<file path="config.mk">
export PLATFORM = sky130hd
export DESIGN_NAME = aam_matcher
export DESIGN_NICKNAME = d
export VERILOG_FILES = /design/src/hdl/aam_pkg.sv /design/src/hdl/aam_addr_filter.sv /design/src/hdl/aam_matcher.sv
export SDC_FILE = /design/constraint.sdc
export NUM_CORES = 1
export LEC_CHECK = 0
export ABC_AREA = 1
export BUFFER_PORTS_ARGS = -buffer_cell sky130_fd_sc_hd__buf_4
export CAP_MARGIN = 0
export CORE_UTILIZATION = 49
export DETAILED_ROUTE_END_ITERATION = 16
export PLACE_DENSITY = 0.78
export SLEW_MARGIN = 20
export SYNTH_ARGS = -nofsm -noshare
export SYNTH_HDL_FRONTEND = slang
export SYNTH_SLANG_ARGS = --single-unit
export TNS_END_PERCENT = 20
</file>
<file path="constraint.sdc">
create_clock -name aclk -period 1.8 [get_ports aclk]
set_input_delay 0.09 -clock aclk [delete_from_list [all_inputs] [get_ports aclk]]
set_output_delay 0.09 -clock aclk [all_outputs]
set_load 0.01 [all_outputs]
</file>
<file path="src/hdl/aam_pkg.sv">
// Package: register map, field layout, protocol constants and carriers of the matcher
package aam_pkg;

  // ==========================================================================
  // Register map (byte addresses)
  localparam int unsigned AAM_AW = 8;                       // Register address width
  localparam logic [7:0] AAM_ADDR_CTRL    = 8'h00;          // Kind and enable
  localparam logic [7:0] AAM_ADDR_ARPCFG  = 8'h04;          // ARP/RARP selectors
  localparam logic [7:0] AAM_ADDR_SADDR   = 8'h08;          // Sender address
  localparam logic [7:0] AAM_ADDR_SMASK   = 8'h0C;          // Sender mask
  localparam logic [7:0] AAM_ADDR_TADDR   = 8'h10;          // Target address
  localparam logic [7:0] AAM_ADDR_TMASK   = 8'h14;          // Target mask
  localparam logic [7:0] AAM_ADDR_ICMPCFG = 8'h18;          // ICMP selectors and values
  localparam logic [7:0] AAM_ADDR_STATUS  = 8'h1C;          // Last verdict, read only
  localparam logic [7:0] AAM_ADDR_HITS    = 8'h20;          // Match counter, read only

  // ==========================================================================
  // Field positions
  localparam int unsigned CTRL_KIND_BIT   = 0;              // 0 ARP entry, 1 ICMP entry
  localparam int unsigned CTRL_EN_BIT     = 1;              // Entry enable
  localparam int unsigned ARP_OPCLASS_LSB = 0;
  localparam int unsigned ARP_REQREP_LSB  = 2;
  localparam int unsigned ARP_SFILT_LSB   = 4;
  localparam int unsigned ARP_TFILT_LSB   = 6;
  localparam int unsigned ARP_SHAM_LSB    = 8;
  localparam int unsigned ARP_THAM_LSB    = 10;
  localparam int unsigned ARP_LEN_LSB     = 12;
  localparam int unsigned ARP_HRD_LSB     = 14;
  localparam int unsigned ARP_PRO_LSB     = 16;
  localparam int unsigned ICMP_TSPEC_BIT  = 0;
  localparam int unsigned ICMP_CSPEC_BIT  = 1;
  localparam int unsigned ICMP_TYPE_LSB   = 8;
  localparam int unsigned ICMP_CODE_LSB   = 16;

  // ==========================================================================
  // Selector encodings and reset values
  localparam logic [1:0] SEL_ANY      = 2'h0;               // Don't-care in every selector
  localparam logic [1:0] OPC_ARP      = 2'h1;
  localparam logic [1:0] OPC_RARP     = 2'h2;
  localparam logic [1:0] OPC_OTHER    = 2'h3;
  localparam logic [1:0] RR_REQUEST   = 2'h1;
  localparam logic [1:0] RR_REPLY     = 2'h2;
  localparam logic [1:0] FLT_HOST     = 2'h1;
  localparam logic [1:0] FLT_NETWORK  = 2'h2;
  localparam logic [1:0] TRI_ZERO     = 2'h1;               // Condition must be false
  localparam logic [1:0] TRI_ONE      = 2'h2;               // Condition must be true
  localparam logic [31:0] REG_RESET   = 32'h0000_0000;
  // Implemented bits; the rest stay zero so software reads back what the logic uses
  localparam logic [31:0] CTRL_USED    = 32'h0000_0003;     // Kind and enable
  localparam logic [31:0] ARPCFG_USED  = 32'h0003_FFFF;     // Nine 2-bit selectors
  localparam logic [31:0] ICMPCFG_USED = 32'h00FF_FF03;     // Two flags, type, code

  // ==========================================================================
  // Protocol constants
  localparam logic [15:0] OP_ARP_REQ  = 16'h0001;
  localparam logic [15:0] OP_ARP_REP  = 16'h0002;
  localparam logic [15:0] OP_RARP_REQ = 16'h0003;
  localparam logic [15:0] OP_RARP_REP = 16'h0004;
  localparam logic [7:0]  HLN_ETH     = 8'h06;
  localparam logic [7:0]  PLN_IPV4    = 8'h04;
  localparam logic [15:0] HRD_ETH     = 16'h0001;
  localparam logic [15:0] PRO_IP      = 16'h0800;
  localparam logic [1:0]  RESP_OKAY   = 2'h0;
  localparam logic [1:0]  RESP_SLVERR = 2'h2;

  // ==========================================================================
  // Parsed header fields handed over by the frame parser
  typedef struct packed {
    logic        is_arp;                                    // ARP/RARP ethertype seen
    logic        is_icmp;                                   // IPv4 ICMP frame seen
    logic [47:0] frame_source_mac;
    logic [15:0] hw_type;
    logic [15:0] proto_type;
    logic [7:0]  hw_len;
    logic [7:0]  proto_len;
    logic [15:0] opcode_field;
    logic [47:0] sender_hw_addr;
    logic [31:0] sender_protocol_address;
    logic [47:0] target_hw_addr;
    logic [31:0] target_protocol_address;
    logic [7:0]  icmp_type;
    logic [7:0]  icmp_code;
  } aam_frame_t;

endpackage
</file>
<file path="src/hdl/aam_addr_filter.sv">
// Protocol address filter: don't-care, host or masked network compare
`timescale 1ns/1ns
module aam_addr_filter #(
  parameter int unsigned AW = 32                            // Address width
) (
  input  wire logic [1:0]    mode,                          // Filter selector
  input  wire logic [AW-1:0] addr,                          // Address from the frame
  input  wire logic [AW-1:0] ref_addr,                      // Configured address
  input  wire logic [AW-1:0] ref_mask,                      // Configured mask
  output logic               ok                             // Frame passes
);
  import aam_pkg::*;

  // ==========================================================================
  // Compare terms
  logic host_eq;                                            // Exact equality
  logic net_eq;                                             // Equality under mask

  assign host_eq = (addr == ref_addr);
  // Both sides masked, so stray host bits in the configured value are harmless
  assign net_eq  = ((addr & ref_mask) == (ref_addr & ref_mask));

  // Reserved code falls back to don't-care rather than blocking everything
  assign ok = (mode == FLT_HOST)    ? host_eq :
              (mode == FLT_NETWORK) ? net_eq  : 1'b1;

endmodule // aam_addr_filter

</file>
<file path="src/hdl/aam_matcher.sv">
// ARP/RARP and ICMP access control entry matcher with AXI4-Lite configuration
//
// Decided for this implementation: the AXI4-Lite interface to the registers and the address map.
`timescale 1ns/1ns
// Operation
// Opcode class any, ARP, RARP or other
// Request/reply selects request or reply opcodes
// Sender address any, host or network
// Target address any, host or network
// ARP sender hardware versus source MAC
// RARP target hardware versus source MAC
// Lengths six and four, tri-state
// Hardware type one, tri-state
// Protocol type 0x800, tri-state
// ICMP type any or specific value
// ICMP code any or specific value
// Match is AND of all criteria
module aam_matcher (
  input  wire logic                    aclk,
  input  wire logic                    aresetn,
  input  wire logic [aam_pkg::AAM_AW-1:0] s_axi_awaddr,
  input  wire logic                    s_axi_awvalid,
  output logic                         s_axi_awready,
  input  wire logic [31:0]             s_axi_wdata,
  input  wire logic [3:0]              s_axi_wstrb,
  input  wire logic                    s_axi_wvalid,
  output logic                         s_axi_wready,
  output logic [1:0]                   s_axi_bresp,
  output logic                         s_axi_bvalid,
  input  wire logic                    s_axi_bready,
  input  wire logic [aam_pkg::AAM_AW-1:0] s_axi_araddr,
  input  wire logic                    s_axi_arvalid,
  output logic                         s_axi_arready,
  output logic [31:0]                  s_axi_rdata,
  output logic [1:0]                   s_axi_rresp,
  output logic                         s_axi_rvalid,
  input  wire logic                    s_axi_rready,
  input  wire logic                    frame_valid,
  input  wire aam_pkg::aam_frame_t     frame,
  output logic                         match_valid,
  output logic                         match_hit
);
  import aam_pkg::*;

  // ==========================================================================
  // Byte-lane merge for partial writes
  function automatic logic [31:0] wmerge(input logic [31:0] old, input logic [31:0] data,
                                         input logic [3:0] strb);
    logic [31:0] res;
    res = old;
    for (int i = 0; i < 4; i++) begin
      if (strb[i]) begin
        res[i*8 +: 8] = data[i*8 +: 8];
      end
    end
    return res;
  endfunction

  // Tri-state selector: must be false, must be true, or don't-care
  function automatic logic tri_ok(input logic [1:0] sel, input logic cond);
    return (sel == TRI_ONE) ? cond : (sel == TRI_ZERO) ? !cond : 1'b1;
  endfunction

  // ==========================================================================
  // Register and handshake state
  logic [AAM_AW-1:0] awaddr_q;                              // Held write address
  logic              aw_got_q;                              // Write address taken
  logic              w_got_q;                               // Write data taken
  logic [31:0]       wdata_q;                               // Held write data
  logic [3:0]        wstrb_q;                               // Held byte enables
  logic              bvalid_q;                              // Write response pending
  logic [1:0]        bresp_q;
  logic              rvalid_q;                              // Read response pending
  logic [31:0]       rdata_q;
  logic [1:0]        rresp_q;
  logic [31:0]       ctrl_q;                                // Entry kind and enable
  logic [31:0]       arpcfg_q;                              // ARP/RARP selectors
  logic [31:0]       saddr_q;
  logic [31:0]       smask_q;
  logic [31:0]       taddr_q;
  logic [31:0]       tmask_q;
  logic [31:0]       icmpcfg_q;                             // ICMP selectors and values
  logic [31:0]       hits_q;                                // Matches seen since reset
  logic              match_valid_q;
  logic              match_hit_q;

  // ==========================================================================
  // AXI4-Lite handshake decode
  logic aw_take;                                            // Address beat this edge
  logic w_take;                                             // Data beat this edge
  logic do_write;                                           // Both halves present
  logic ar_take;                                            // Read address beat

  // A new beat is refused while the previous response is still owed
  assign s_axi_awready = !aw_got_q && !bvalid_q;
  assign s_axi_wready  = !w_got_q && !bvalid_q;
  assign s_axi_arready = !rvalid_q;
  assign aw_take       = s_axi_awvalid && s_axi_awready;
  assign w_take        = s_axi_wvalid && s_axi_wready;
  assign do_write      = aw_got_q && w_got_q && !bvalid_q;
  assign ar_take       = s_axi_arvalid && s_axi_arready;

  // Write address map: status and counter are mapped but ignore writes
  logic wr_ctrl, wr_arp, wr_sa, wr_sm, wr_ta, wr_tm, wr_icmp, wr_mapped;
  assign wr_ctrl   = do_write && (awaddr_q == AAM_ADDR_CTRL);
  assign wr_arp    = do_write && (awaddr_q == AAM_ADDR_ARPCFG);
  assign wr_sa     = do_write && (awaddr_q == AAM_ADDR_SADDR);
  assign wr_sm     = do_write && (awaddr_q == AAM_ADDR_SMASK);
  assign wr_ta     = do_write && (awaddr_q == AAM_ADDR_TADDR);
  assign wr_tm     = do_write && (awaddr_q == AAM_ADDR_TMASK);
  assign wr_icmp   = do_write && (awaddr_q == AAM_ADDR_ICMPCFG);
  assign wr_mapped = wr_ctrl || wr_arp || wr_sa || wr_sm || wr_ta || wr_tm || wr_icmp ||
                     (awaddr_q == AAM_ADDR_STATUS) || (awaddr_q == AAM_ADDR_HITS);

  // Read mux; unmapped addresses answer zero with an error response
  logic [31:0] rd_mux;
  logic        rd_hit;
  assign rd_hit = (s_axi_araddr == AAM_ADDR_CTRL)   || (s_axi_araddr == AAM_ADDR_ARPCFG) ||
                  (s_axi_araddr == AAM_ADDR_SADDR)  || (s_axi_araddr == AAM_ADDR_SMASK)  ||
                  (s_axi_araddr == AAM_ADDR_TADDR)  || (s_axi_araddr == AAM_ADDR_TMASK)  ||
                  (s_axi_araddr == AAM_ADDR_ICMPCFG) || (s_axi_araddr == AAM_ADDR_STATUS) ||
                  (s_axi_araddr == AAM_ADDR_HITS);
  assign rd_mux = (s_axi_araddr == AAM_ADDR_CTRL)    ? ctrl_q    :
                  (s_axi_araddr == AAM_ADDR_ARPCFG)  ? arpcfg_q  :
                  (s_axi_araddr == AAM_ADDR_SADDR)   ? saddr_q   :
                  (s_axi_araddr == AAM_ADDR_SMASK)   ? smask_q   :
                  (s_axi_araddr == AAM_ADDR_TADDR)   ? taddr_q   :
                  (s_axi_araddr == AAM_ADDR_TMASK)   ? tmask_q   :
                  (s_axi_araddr == AAM_ADDR_ICMPCFG) ? icmpcfg_q :
                  (s_axi_araddr == AAM_ADDR_STATUS)  ? {30'h0000_0000, match_valid_q, match_hit_q} :
                  (s_axi_araddr == AAM_ADDR_HITS)    ? hits_q    : 32'h0000_0000;

  // ==========================================================================
  // Write channel: address and data are taken in either order
  always_ff @(posedge aclk) begin
    if (!aresetn) begin
      aw_got_q <= 1'b0;
      w_got_q  <= 1'b0;
      awaddr_q <= '0;
      wdata_q  <= REG_RESET;
      wstrb_q  <= 4'h0;
      bvalid_q <= 1'b0;
      bresp_q  <= RESP_OKAY;
    end else begin
      if (aw_take) begin
        aw_got_q <= 1'b1;
        awaddr_q <= s_axi_awaddr;
      end
      if (w_take) begin
        w_got_q <= 1'b1;
        wdata_q <= s_axi_wdata;
        wstrb_q <= s_axi_wstrb;
      end
      if (do_write) begin
        aw_got_q <= 1'b0;
        w_got_q  <= 1'b0;
        bvalid_q <= 1'b1;
        bresp_q  <= wr_mapped ? RESP_OKAY : RESP_SLVERR;
      end else if (bvalid_q && s_axi_bready) begin
        bvalid_q <= 1'b0;
      end
    end
  end

  // Read channel: one cycle from address beat to data
  always_ff @(posedge aclk) begin
    if (!aresetn) begin
      rvalid_q <= 1'b0;
      rdata_q  <= REG_RESET;
      rresp_q  <= RESP_OKAY;
    end else if (ar_take) begin
      rvalid_q <= 1'b1;
      rdata_q  <= rd_mux;
      rresp_q  <= rd_hit ? RESP_OKAY : RESP_SLVERR;
    end else if (rvalid_q && s_axi_rready) begin
      rvalid_q <= 1'b0;
    end
  end

  assign s_axi_bvalid = bvalid_q;
  assign s_axi_bresp  = bresp_q;
  assign s_axi_rvalid = rvalid_q;
  assign s_axi_rdata  = rdata_q;
  assign s_axi_rresp  = rresp_q;

  // Configuration registers; unused control bits are kept at zero
  always_ff @(posedge aclk) begin
    if (!aresetn) begin
      ctrl_q    <= REG_RESET;
      arpcfg_q  <= REG_RESET;
      saddr_q   <= REG_RESET;
      smask_q   <= REG_RESET;
      taddr_q   <= REG_RESET;
      tmask_q   <= REG_RESET;
      icmpcfg_q <= REG_RESET;
    end else begin
      if (wr_ctrl) ctrl_q <= wmerge(ctrl_q, wdata_q, wstrb_q) & CTRL_USED;
      if (wr_arp) arpcfg_q <= wmerge(arpcfg_q, wdata_q, wstrb_q) & ARPCFG_USED;
      if (wr_sa) saddr_q <= wmerge(saddr_q, wdata_q, wstrb_q);
      if (wr_sm) smask_q <= wmerge(smask_q, wdata_q, wstrb_q);
      if (wr_ta) taddr_q <= wmerge(taddr_q, wdata_q, wstrb_q);
      if (wr_tm) tmask_q <= wmerge(tmask_q, wdata_q, wstrb_q);
      if (wr_icmp) icmpcfg_q <= wmerge(icmpcfg_q, wdata_q, wstrb_q) & ICMPCFG_USED;
    end
  end

  // ==========================================================================
  // Configuration fields
  logic       kind_icmp, entry_en, type_spec, code_spec;
  logic [1:0] sel_opc, sel_rr, sel_sf, sel_tf, sel_sha, sel_tha, sel_len, sel_hrd, sel_pro;
  logic [7:0] cfg_type, cfg_code;
  assign kind_icmp = ctrl_q[CTRL_KIND_BIT];
  assign entry_en  = ctrl_q[CTRL_EN_BIT];
  assign sel_opc   = arpcfg_q[ARP_OPCLASS_LSB +: 2];
  assign sel_rr    = arpcfg_q[ARP_REQREP_LSB +: 2];
  assign sel_sf    = arpcfg_q[ARP_SFILT_LSB +: 2];
  assign sel_tf    = arpcfg_q[ARP_TFILT_LSB +: 2];
  assign sel_sha   = arpcfg_q[ARP_SHAM_LSB +: 2];
  assign sel_tha   = arpcfg_q[ARP_THAM_LSB +: 2];
  assign sel_len   = arpcfg_q[ARP_LEN_LSB +: 2];
  assign sel_hrd   = arpcfg_q[ARP_HRD_LSB +: 2];
  assign sel_pro   = arpcfg_q[ARP_PRO_LSB +: 2];
  assign type_spec = icmpcfg_q[ICMP_TSPEC_BIT];
  assign code_spec = icmpcfg_q[ICMP_CSPEC_BIT];
  assign cfg_type  = icmpcfg_q[ICMP_TYPE_LSB +: 8];
  assign cfg_code  = icmpcfg_q[ICMP_CODE_LSB +: 8];

  // ==========================================================================
  // Per-criterion verdicts
  logic is_arp_op, is_rarp_op, is_req, is_rep;
  logic opc_ok, rr_ok, sha_ok, tha_ok, len_ok, hrd_ok, pro_ok, type_ok, code_ok;
  logic arp_all, icmp_all, hit_now;
  logic [1:0] addr_ok;                                      // Sender, target filters

  assign is_arp_op  = (frame.opcode_field == OP_ARP_REQ) || (frame.opcode_field == OP_ARP_REP);
  assign is_rarp_op = (frame.opcode_field == OP_RARP_REQ) || (frame.opcode_field == OP_RARP_REP);
  assign is_req     = (frame.opcode_field == OP_ARP_REQ) || (frame.opcode_field == OP_RARP_REQ);
  assign is_rep     = (frame.opcode_field == OP_ARP_REP) || (frame.opcode_field == OP_RARP_REP);

  // opcode class select
  assign opc_ok = (sel_opc == OPC_ARP)   ? is_arp_op  :
                  (sel_opc == OPC_RARP)  ? is_rarp_op :
                  (sel_opc == OPC_OTHER) ? (!is_arp_op && !is_rarp_op) : 1'b1;
  // request or reply opcodes
  assign rr_ok  = (sel_rr == RR_REQUEST) ? is_req : (sel_rr == RR_REPLY) ? is_rep : 1'b1;

  // sender address filter; R4: target address filter
  for (genvar g = 0; g < 2; g++) begin : g_addr
    aam_addr_filter #(.AW(32)) u_flt (
      .mode    (g == 0 ? sel_sf : sel_tf),
      .addr    (g == 0 ? frame.sender_protocol_address : frame.target_protocol_address),
      .ref_addr(g == 0 ? saddr_q : taddr_q),
      .ref_mask(g == 0 ? smask_q : tmask_q),
      .ok      (addr_ok[g])
    );
  end

  // hardware compare only judges ARP opcodes
  assign sha_ok = !is_arp_op || tri_ok(sel_sha, frame.sender_hw_addr == frame.frame_source_mac);
  // hardware compare only judges RARP opcodes
  assign tha_ok = !is_rarp_op || tri_ok(sel_tha, frame.target_hw_addr == frame.frame_source_mac);
  // Ethernet and IPv4 address lengths
  assign len_ok = tri_ok(sel_len, (frame.hw_len == HLN_ETH) && (frame.proto_len == PLN_IPV4));
  // hardware space test
  assign hrd_ok = tri_ok(sel_hrd, frame.hw_type == HRD_ETH);
  // protocol space test
  assign pro_ok = tri_ok(sel_pro, frame.proto_type == PRO_IP);
  // ICMP type value
  assign type_ok = !type_spec || (frame.icmp_type == cfg_type);
  // ICMP code value
  assign code_ok = !code_spec || (frame.icmp_code == cfg_code);

  // AND of every criterion for the entry kind
  assign arp_all  = frame.is_arp && opc_ok && rr_ok && (&addr_ok) && sha_ok && tha_ok &&
                    len_ok && hrd_ok && pro_ok;
  assign icmp_all = frame.is_icmp && type_ok && code_ok;
  assign hit_now  = entry_en && (kind_icmp ? icmp_all : arp_all);

  // ==========================================================================
  // Registered verdict, one cycle after the frame strobe
  always_ff @(posedge aclk) begin
    if (!aresetn) begin
      match_valid_q <= 1'b0;
      match_hit_q   <= 1'b0;
      hits_q        <= REG_RESET;
    end else begin
      match_valid_q <= frame_valid;
      if (frame_valid) begin
        match_hit_q <= hit_now;
      end
      // Counter wraps; software takes differences
      if (frame_valid && hit_now) begin
        hits_q <= hits_q + 32'h0000_0001;
      end
    end
  end

  assign match_valid = match_valid_q;
  assign match_hit   = match_hit_q;
endmodule // aam_matcher

</file>
# --- Yosys cells after proc, flatten, opt, wreduce, memory -nomap -nowiden ---
# Index checks and enable logic that the tools add are counted.
# W data, S select, Z words.
word_totals:
  output_inout_bits: 43
  register_bits: 284
  wordCells: 224
  inputBits: 350
classes:
  n_reduce_logical: 96
  bitwise: 5
  n_addsub: 1
  n_eq_ne: 51
  mux: 35
ops:
  columns: ["operator", "count"]
  rows:
  - ["$mux W32", 9]
  - ["$and A32 B32 Y32", 4]
  - ["$eq A32 B32 Y1", 4]
  - ["$eq A48 B48 Y1", 2]
  - ["$eq A8 B5 Y1 const B", 8]
  - ["$reduce_and A2 Y1", 24]
  - ["$add A32 B1 Y32 const B", 1]
  - ["$eq A16 B1 Y1 const B", 2]
  - ["$eq A16 B2 Y1 const B", 2]
  - ["$eq A8 B3 Y1 const B", 4]
  - ["$eq A8 B4 Y1 const B", 4]
  - ["$logic_and A1 B1 Y1", 30]
  - ["$logic_or A1 B1 Y1", 24]
  - ["$mux W1", 24]
  - ["$eq A2 B2 Y1 const B", 10]
  - ["$eq A2 B1 Y1 const B", 9]
  - ["$eq A16 B12 Y1 const B", 1]
  - ["$eq A16 B3 Y1 const B", 1]
  - ["$eq A8 B6 Y1 const B", 2]
  - ["$eq A8 B8 Y1", 2]
  - ["$logic_not A8 Y1", 2]
  - ["$logic_not A1 Y1", 13]
  - ["$mux W2", 2]
  - ["$reduce_bool A2 Y1", 2]
  - ["other kinds (2)", 2]

# --- Depth between registers and ports, before layout ---
depth:
  word_depth: 18
  ltp_mapped: 19
  depth_no_buf: 18

# --- Hierarchy ---
# From an unflattened synthesis, not the netlist that was laid out.
unflattened:
  hier_cells: 2760
  hier_area_um2: 16905.0
modules_own_cells:
  columns: ["module", "instances", "cells_per_inst", "area_per_inst_um2"]
  rows:
  - ["aam_matcher", 1, 2240, 14843.0]
  - ["aam_addr_filter", 2, 260, 1031.0]

# --- Worst setup path after synthesis ---
# No wires, ideal clock.
synth_path:
  kind: "reg2reg"
  start: "register taddr_q[17]"
  end: "register hits_q[25]"
  synth_period_minus_slack_ps: 1823
  t_arrival_ps: 1691
  setup_slack_ps: -23
  stages_incl_launch_ff: 17
  required_ps: 1668
  setup_ps: 132
  path_cell_list: "dfxtp_1 > or2_2 > nand2_1 > nand2_1 > nor2_1 > nand2_1 > nor2_1 > nand2_1 > nand2_1 > nand3_1 > nor2_2 > nand3_2 > nand2_4 > nand2_4 > buf_6 > nand2_1 > a21oi_1"
synth_via:
  elab_chain_len: 14
  elab_cells_between_ends: 15
  classes_between: "2 x eq/ne; 3 x mux; 1 x bitwise; 9 x reduce/logical"
synth_rtl:
  columns: ["element", "line_no", "text"]
  rows:
  - ["from (decl)", "aam_matcher.sv:80", "logic [31:0] taddr_q;"]
  - ["from (signal assigned)", "aam_matcher.sv:201", "if (wr_ta) taddr_q <= wmerge(taddr_q, wdata_q, wstrb_q);"]
  - ["$and A32 B32 Y32", "aam_addr_filter.sv:21", "assign net_eq = ((addr & ref_mask) == (ref_addr & ref_mask));"]
  - ["$eq A32 B32 Y1", "aam_addr_filter.sv:21", null]
  - ["$mux W1", "aam_addr_filter.sv:25", "(mode == FLT_NETWORK) ? net_eq : 1'b1;"]
  - ["$mux W1 *", "aam_addr_filter.sv:24", "assign ok = (mode == FLT_HOST) ? host_eq :"]
  - ["$reduce_and A2 Y1 *", "aam_matcher.sv:274", "assign arp_all = frame.is_arp && opc_ok && rr_ok && (&addr_ok) && sha_ok && tha_ok &&"]
  - ["$logic_and A1 B1 Y1 * (4 in a row)", "aam_matcher.sv:274", null]
  - ["$logic_and A1 B1 Y1 * (2 in a row)", "aam_matcher.sv:275", "len_ok && hrd_ok && pro_ok;"]
  - ["$mux W1 *", "aam_matcher.sv:277", "assign hit_now = entry_en && (kind_icmp ? icmp_all : arp_all);"]
  - ["$logic_and A1 B1 Y1 *", "aam_matcher.sv:277", null]
  - ["$logic_and A1 B1 Y1 *", "aam_matcher.sv:292", "if (frame_valid && hit_now) begin"]
  - ["to (signal assigned)", "aam_matcher.sv:293", "hits_q <= hits_q + 32'h0000_0001;"]
  - ["to (decl)", "aam_matcher.sv:83", "logic [31:0] hits_q;"]
# Mark *: on every way between the ends. The rest lies on a longest branch, timed or not.
# A chain may end at the register's enable or synchronous reset.

# --- Final worst setup path ---
layout_path:
  start: "register saddr_q[7]"
  end: "register hits_q[7]"
layout_via:
  elab_chain_len: 14
  elab_cells_between_ends: 15
  classes_between: "2 x eq/ne; 3 x mux; 1 x bitwise; 9 x reduce/logical"
layout_rtl:
  columns: ["element", "line_no", "text"]
  rows:
  - ["from (decl)", "aam_matcher.sv:78", "logic [31:0] saddr_q;"]
  - ["from (signal assigned)", "aam_matcher.sv:199", "if (wr_sa) saddr_q <= wmerge(saddr_q, wdata_q, wstrb_q);"]
  - ["$and A32 B32 Y32", "aam_addr_filter.sv:21", null]
  - ["$eq A32 B32 Y1", "aam_addr_filter.sv:21", null]
  - ["$mux W1", "aam_addr_filter.sv:25", null]
  - ["$mux W1 *", "aam_addr_filter.sv:24", null]
  - ["$reduce_and A2 Y1 *", "aam_matcher.sv:274", null]
  - ["$logic_and A1 B1 Y1 * (4 in a row)", "aam_matcher.sv:274", null]
  - ["$logic_and A1 B1 Y1 * (2 in a row)", "aam_matcher.sv:275", null]
  - ["$mux W1 *", "aam_matcher.sv:277", null]
  - ["$logic_and A1 B1 Y1 *", "aam_matcher.sv:277", null]
  - ["$logic_and A1 B1 Y1 *", "aam_matcher.sv:292", null]
# Marks and branches as above.

==> qor.yml <==
clocking:
  insertion_delay_ps: 590
  clk_pin_slew_worst_paths_ps: 70
  cts_made_buffers: 29
  clockBufferDepth: 3
  cts_tree: "built"
  clock_sinks: 282
  ctsHtreeMaxLevel: 1
  cts_root_buf: "clkbuf_16"
yosys:
  yosysTopAreaCellShare_pct: 34.7
  synth-edff-count: 0
  synth_area_leaders: "dfxtp_1 (35%), nand2_1 (13%), a21oi_1 (9.1%)"
  ys_ff_latch: 282
  syn_inst: 2539
  syn_area_sq_um: 16300
  async_reset_ff_share_pct: 0
  ys_seq_area_share_pct: 34.7
  yosys_most_used_dff: "dfxtp_1"
  synth_area_leader_cell: "dfxtp_1"
  syn_avg_cell_area_sq_um: 6.40
  ys_warn_count: 0
  synth_cell_types: 45
timing:
  rsz0062_at_grt: "true"
  worst_slack_ps: -409
  max_slew_margin_pct: 59.9
  setup_violations: 107
  hold_slack_ps: 109
  min_period_ps: 2210
  finalCritPeriodShare_pct: 123
  tns_ps: -18380
  finalMaxSlewViolations: 0
  tightest_slew_ps: 600
  timing_hold_violations_final: 0
  fmax_mhz: 453
  skew_ps: 22.4
worst_setup_path:
  cp_max_fo: 8
  critPathLaunch: "saddr_q[7]$_SDFFE_PN0P_"
  end_kind: "register"
  critPathKind: "reg -> reg"
  crit_arrival_ps: 2640
  timing.rr.start: "saddr_q[7]$_SDFFE_PN0P_"
  worstSetupStartpointType: "register"
  required_ps: 2230
placed_design:
  dp_slack_ps: -552
  placedCellCount: 3556
  io_buffers: 390
  routabilityCongestion: 1.02
  dp_hpwl_um: 54500
grt:
  grt_overflow: 0
  grt_max_degree: 77
  antenna_found_initial: 3
  first_global_vias: 19200
  grt_pass1_wl_um: 106000
  grt_usage_pct: 41.3
min_path:
  min_from: "s_axi_awvalid"
  hold_path.class: "in -> reg"
floorplanning:
  start_util_pct: 49.8
  num_io_pins: 393
  core_sq_um: 32600
  rows: 66
  die_h_um: 184
  die_area_sq_um: 33900
  dieWidth_um: 184
route:
  vias: 20300
  vias_per_cell: 5.52
  drt_iter0_drc: 2303
  ant_nets: 0
  drt_first_pass_iters: 6
  routed_wl_um: 72300
  drc: 0
  wl_per_cell_um: 19.7
cells_and_area:
  drive_above_1_share_pct: 28.1
  syn_to_final_growth_pct: 46.2
  final.fill_count: 2648
  nNetsFinal: 3563
  final_cell_count_no_fill: 3679
  final_util_pct: 72.8
pwr:
  pwr_density_cell_nw_per_um2: 666
  peakVddDrop_mv: 0.677
  leakagePower_nw: 10.4
status:
  status: "complete, but fails checks"
  violations: "setup timing"
job:
  maxCapViolations: 0
worst max-delay path, stage by stage, from the launching register on:
cell and delay [ps]:
dfxtp_2 330, or2_1 230, nand3_2 90, nand2_1 50, nor2_1 110, nand2_1 70, nor2_2 110, nand2_1 80
nand2_2 80, nand3_2 90, nor2_4 150, nand3_2 90, nand2_4 160, buf_12 160, nand2_8 100, nand2_2 90
a21oi_2 50
metrics by stage:
| step | total power, mW | area [sq um] |
|---|---|---|
| global route | 16.2 | 23800 |
| finish | 15.8 | 23800 |
| detailed placement | 8.72 | 21500 |
| global placement | 8.66 | 21500 |
| floorplan | 7.51 | 16300 |
| CTS | 15.6 | 23400 |
layout make-up:
cell class              instances  area, sq um  share of cell area (%)
multi-input cells            1809         9330                    39.3
repair buffers                733         5750                    24.2
clock buffers                  38          820                    3.45
well taps                     442          553                    2.33
flip-flops and latches        282         5660                    23.8
clock inverters                15          274                    1.15
diodes                          3         7.51                  0.0316
inverters                     355         1350                    5.69
repair inverters                2         15.0                  0.0632
sequential cells by signal, indices dropped and copies added, names as in the netlist, 2 cells and up:
name / flops
smask_q: 32
tmask_q: 32
s_axi_rdata: 32
hits_q: 32
taddr_q: 32
awaddr_q: 8
saddr_q: 32
wstrb_q: 4
arpcfg_q: 18
icmpcfg_q: 18
wdata_q: 32
ctrl_q: 2
final timing paths:
path,endpoint,slack (ps),cells after the start
max,hits_q[7]$_SDFFE_PN0P_,-410,16
min,aw_got_q$_SDFFE_PP0P_,110,3
max reg2reg,hits_q[7]$_SDFFE_PN0P_,-410,16
min reg2reg,s_axi_rdata[14]$_SDFFE_PN0P_,470,2
cells in the mapped netlist, types with 4 or more instances:
master / count
nor2_1: 263
o21ai_0: 245
buf_2: 14
or2_1: 8
inv_2: 4
dfxtp_1: 282
nand2_1: 560
a21oi_1: 295
nand3_1: 141
o21ai_1: 4
xnor2_1: 63
o221ai_1: 12
or2_2: 6
nor3_1: 25
o211ai_1: 35
nor4_1: 8
clkbuf_1: 72
nand4_1: 10
xor2_1: 64
o22ai_1: 33
o2111ai_1: 7
inv_1: 350
placed cells by master, fill, tap and decap left out, types with 9 or more instances in the layout:
master	instances
a21oi_1	281
a21oi_2	17
buf_4	668
clkbuf_16	29
dfxtp_1	273
dfxtp_2	9
dlygate4sd3_1	50
inv_1	322
inv_2	24
nand2_1	515
nand2_2	43
nand3_1	124
nand3_2	19
nand4_1	10
nor2_1	241
nor2_2	17
nor2_4	9
nor3_1	23
o211ai_1	35
o21ai_0	194
o21ai_1	47
o221ai_1	12
o22ai_1	33
xnor2_1	63
xor2_1	64
where the power goes:
group          internal, mW  leakage, nW  switching, mW
combinational          1.09         7.56           1.16
sequential             6.36         2.29          0.267
clock                  4.22        0.533           2.74
total                  11.7         10.4           4.17
cells by family (layout without fill, tap and decap cells):
family	after synthesis	in the layout	synth area share [%]
simple gates	1036	1040	26.3
compound gates	639	639	21.1
buf+inv	453	1143	11.0
flops	282	282	34.7
xor+xnor	127	127	6.84
fa+ha+maj	1	1	0.0770
other cells	1	5	0.0231
timing repair:
| item | 4_1_cts | 5_1_grt |
|---|---|---|
| setup endpoints to repair | 194 | 208 |
| hold buffers | 50 | 0 |
| setup buffers | 11 | 3 |
| hold endpoints to repair | 69 | 0 |
| resized for setup | 75 | 164 |
| pin swaps | 24 | 40 |
| gates cloned | 6 | 1 |
per-layer routing:
metal	track usage [%]	share of wire [%]
met2	67.4	45
met5	0	0
met1	50.0	37
met3	6.99	10
met4	27.0	7.3
Power figures use the tool's default switching activity.
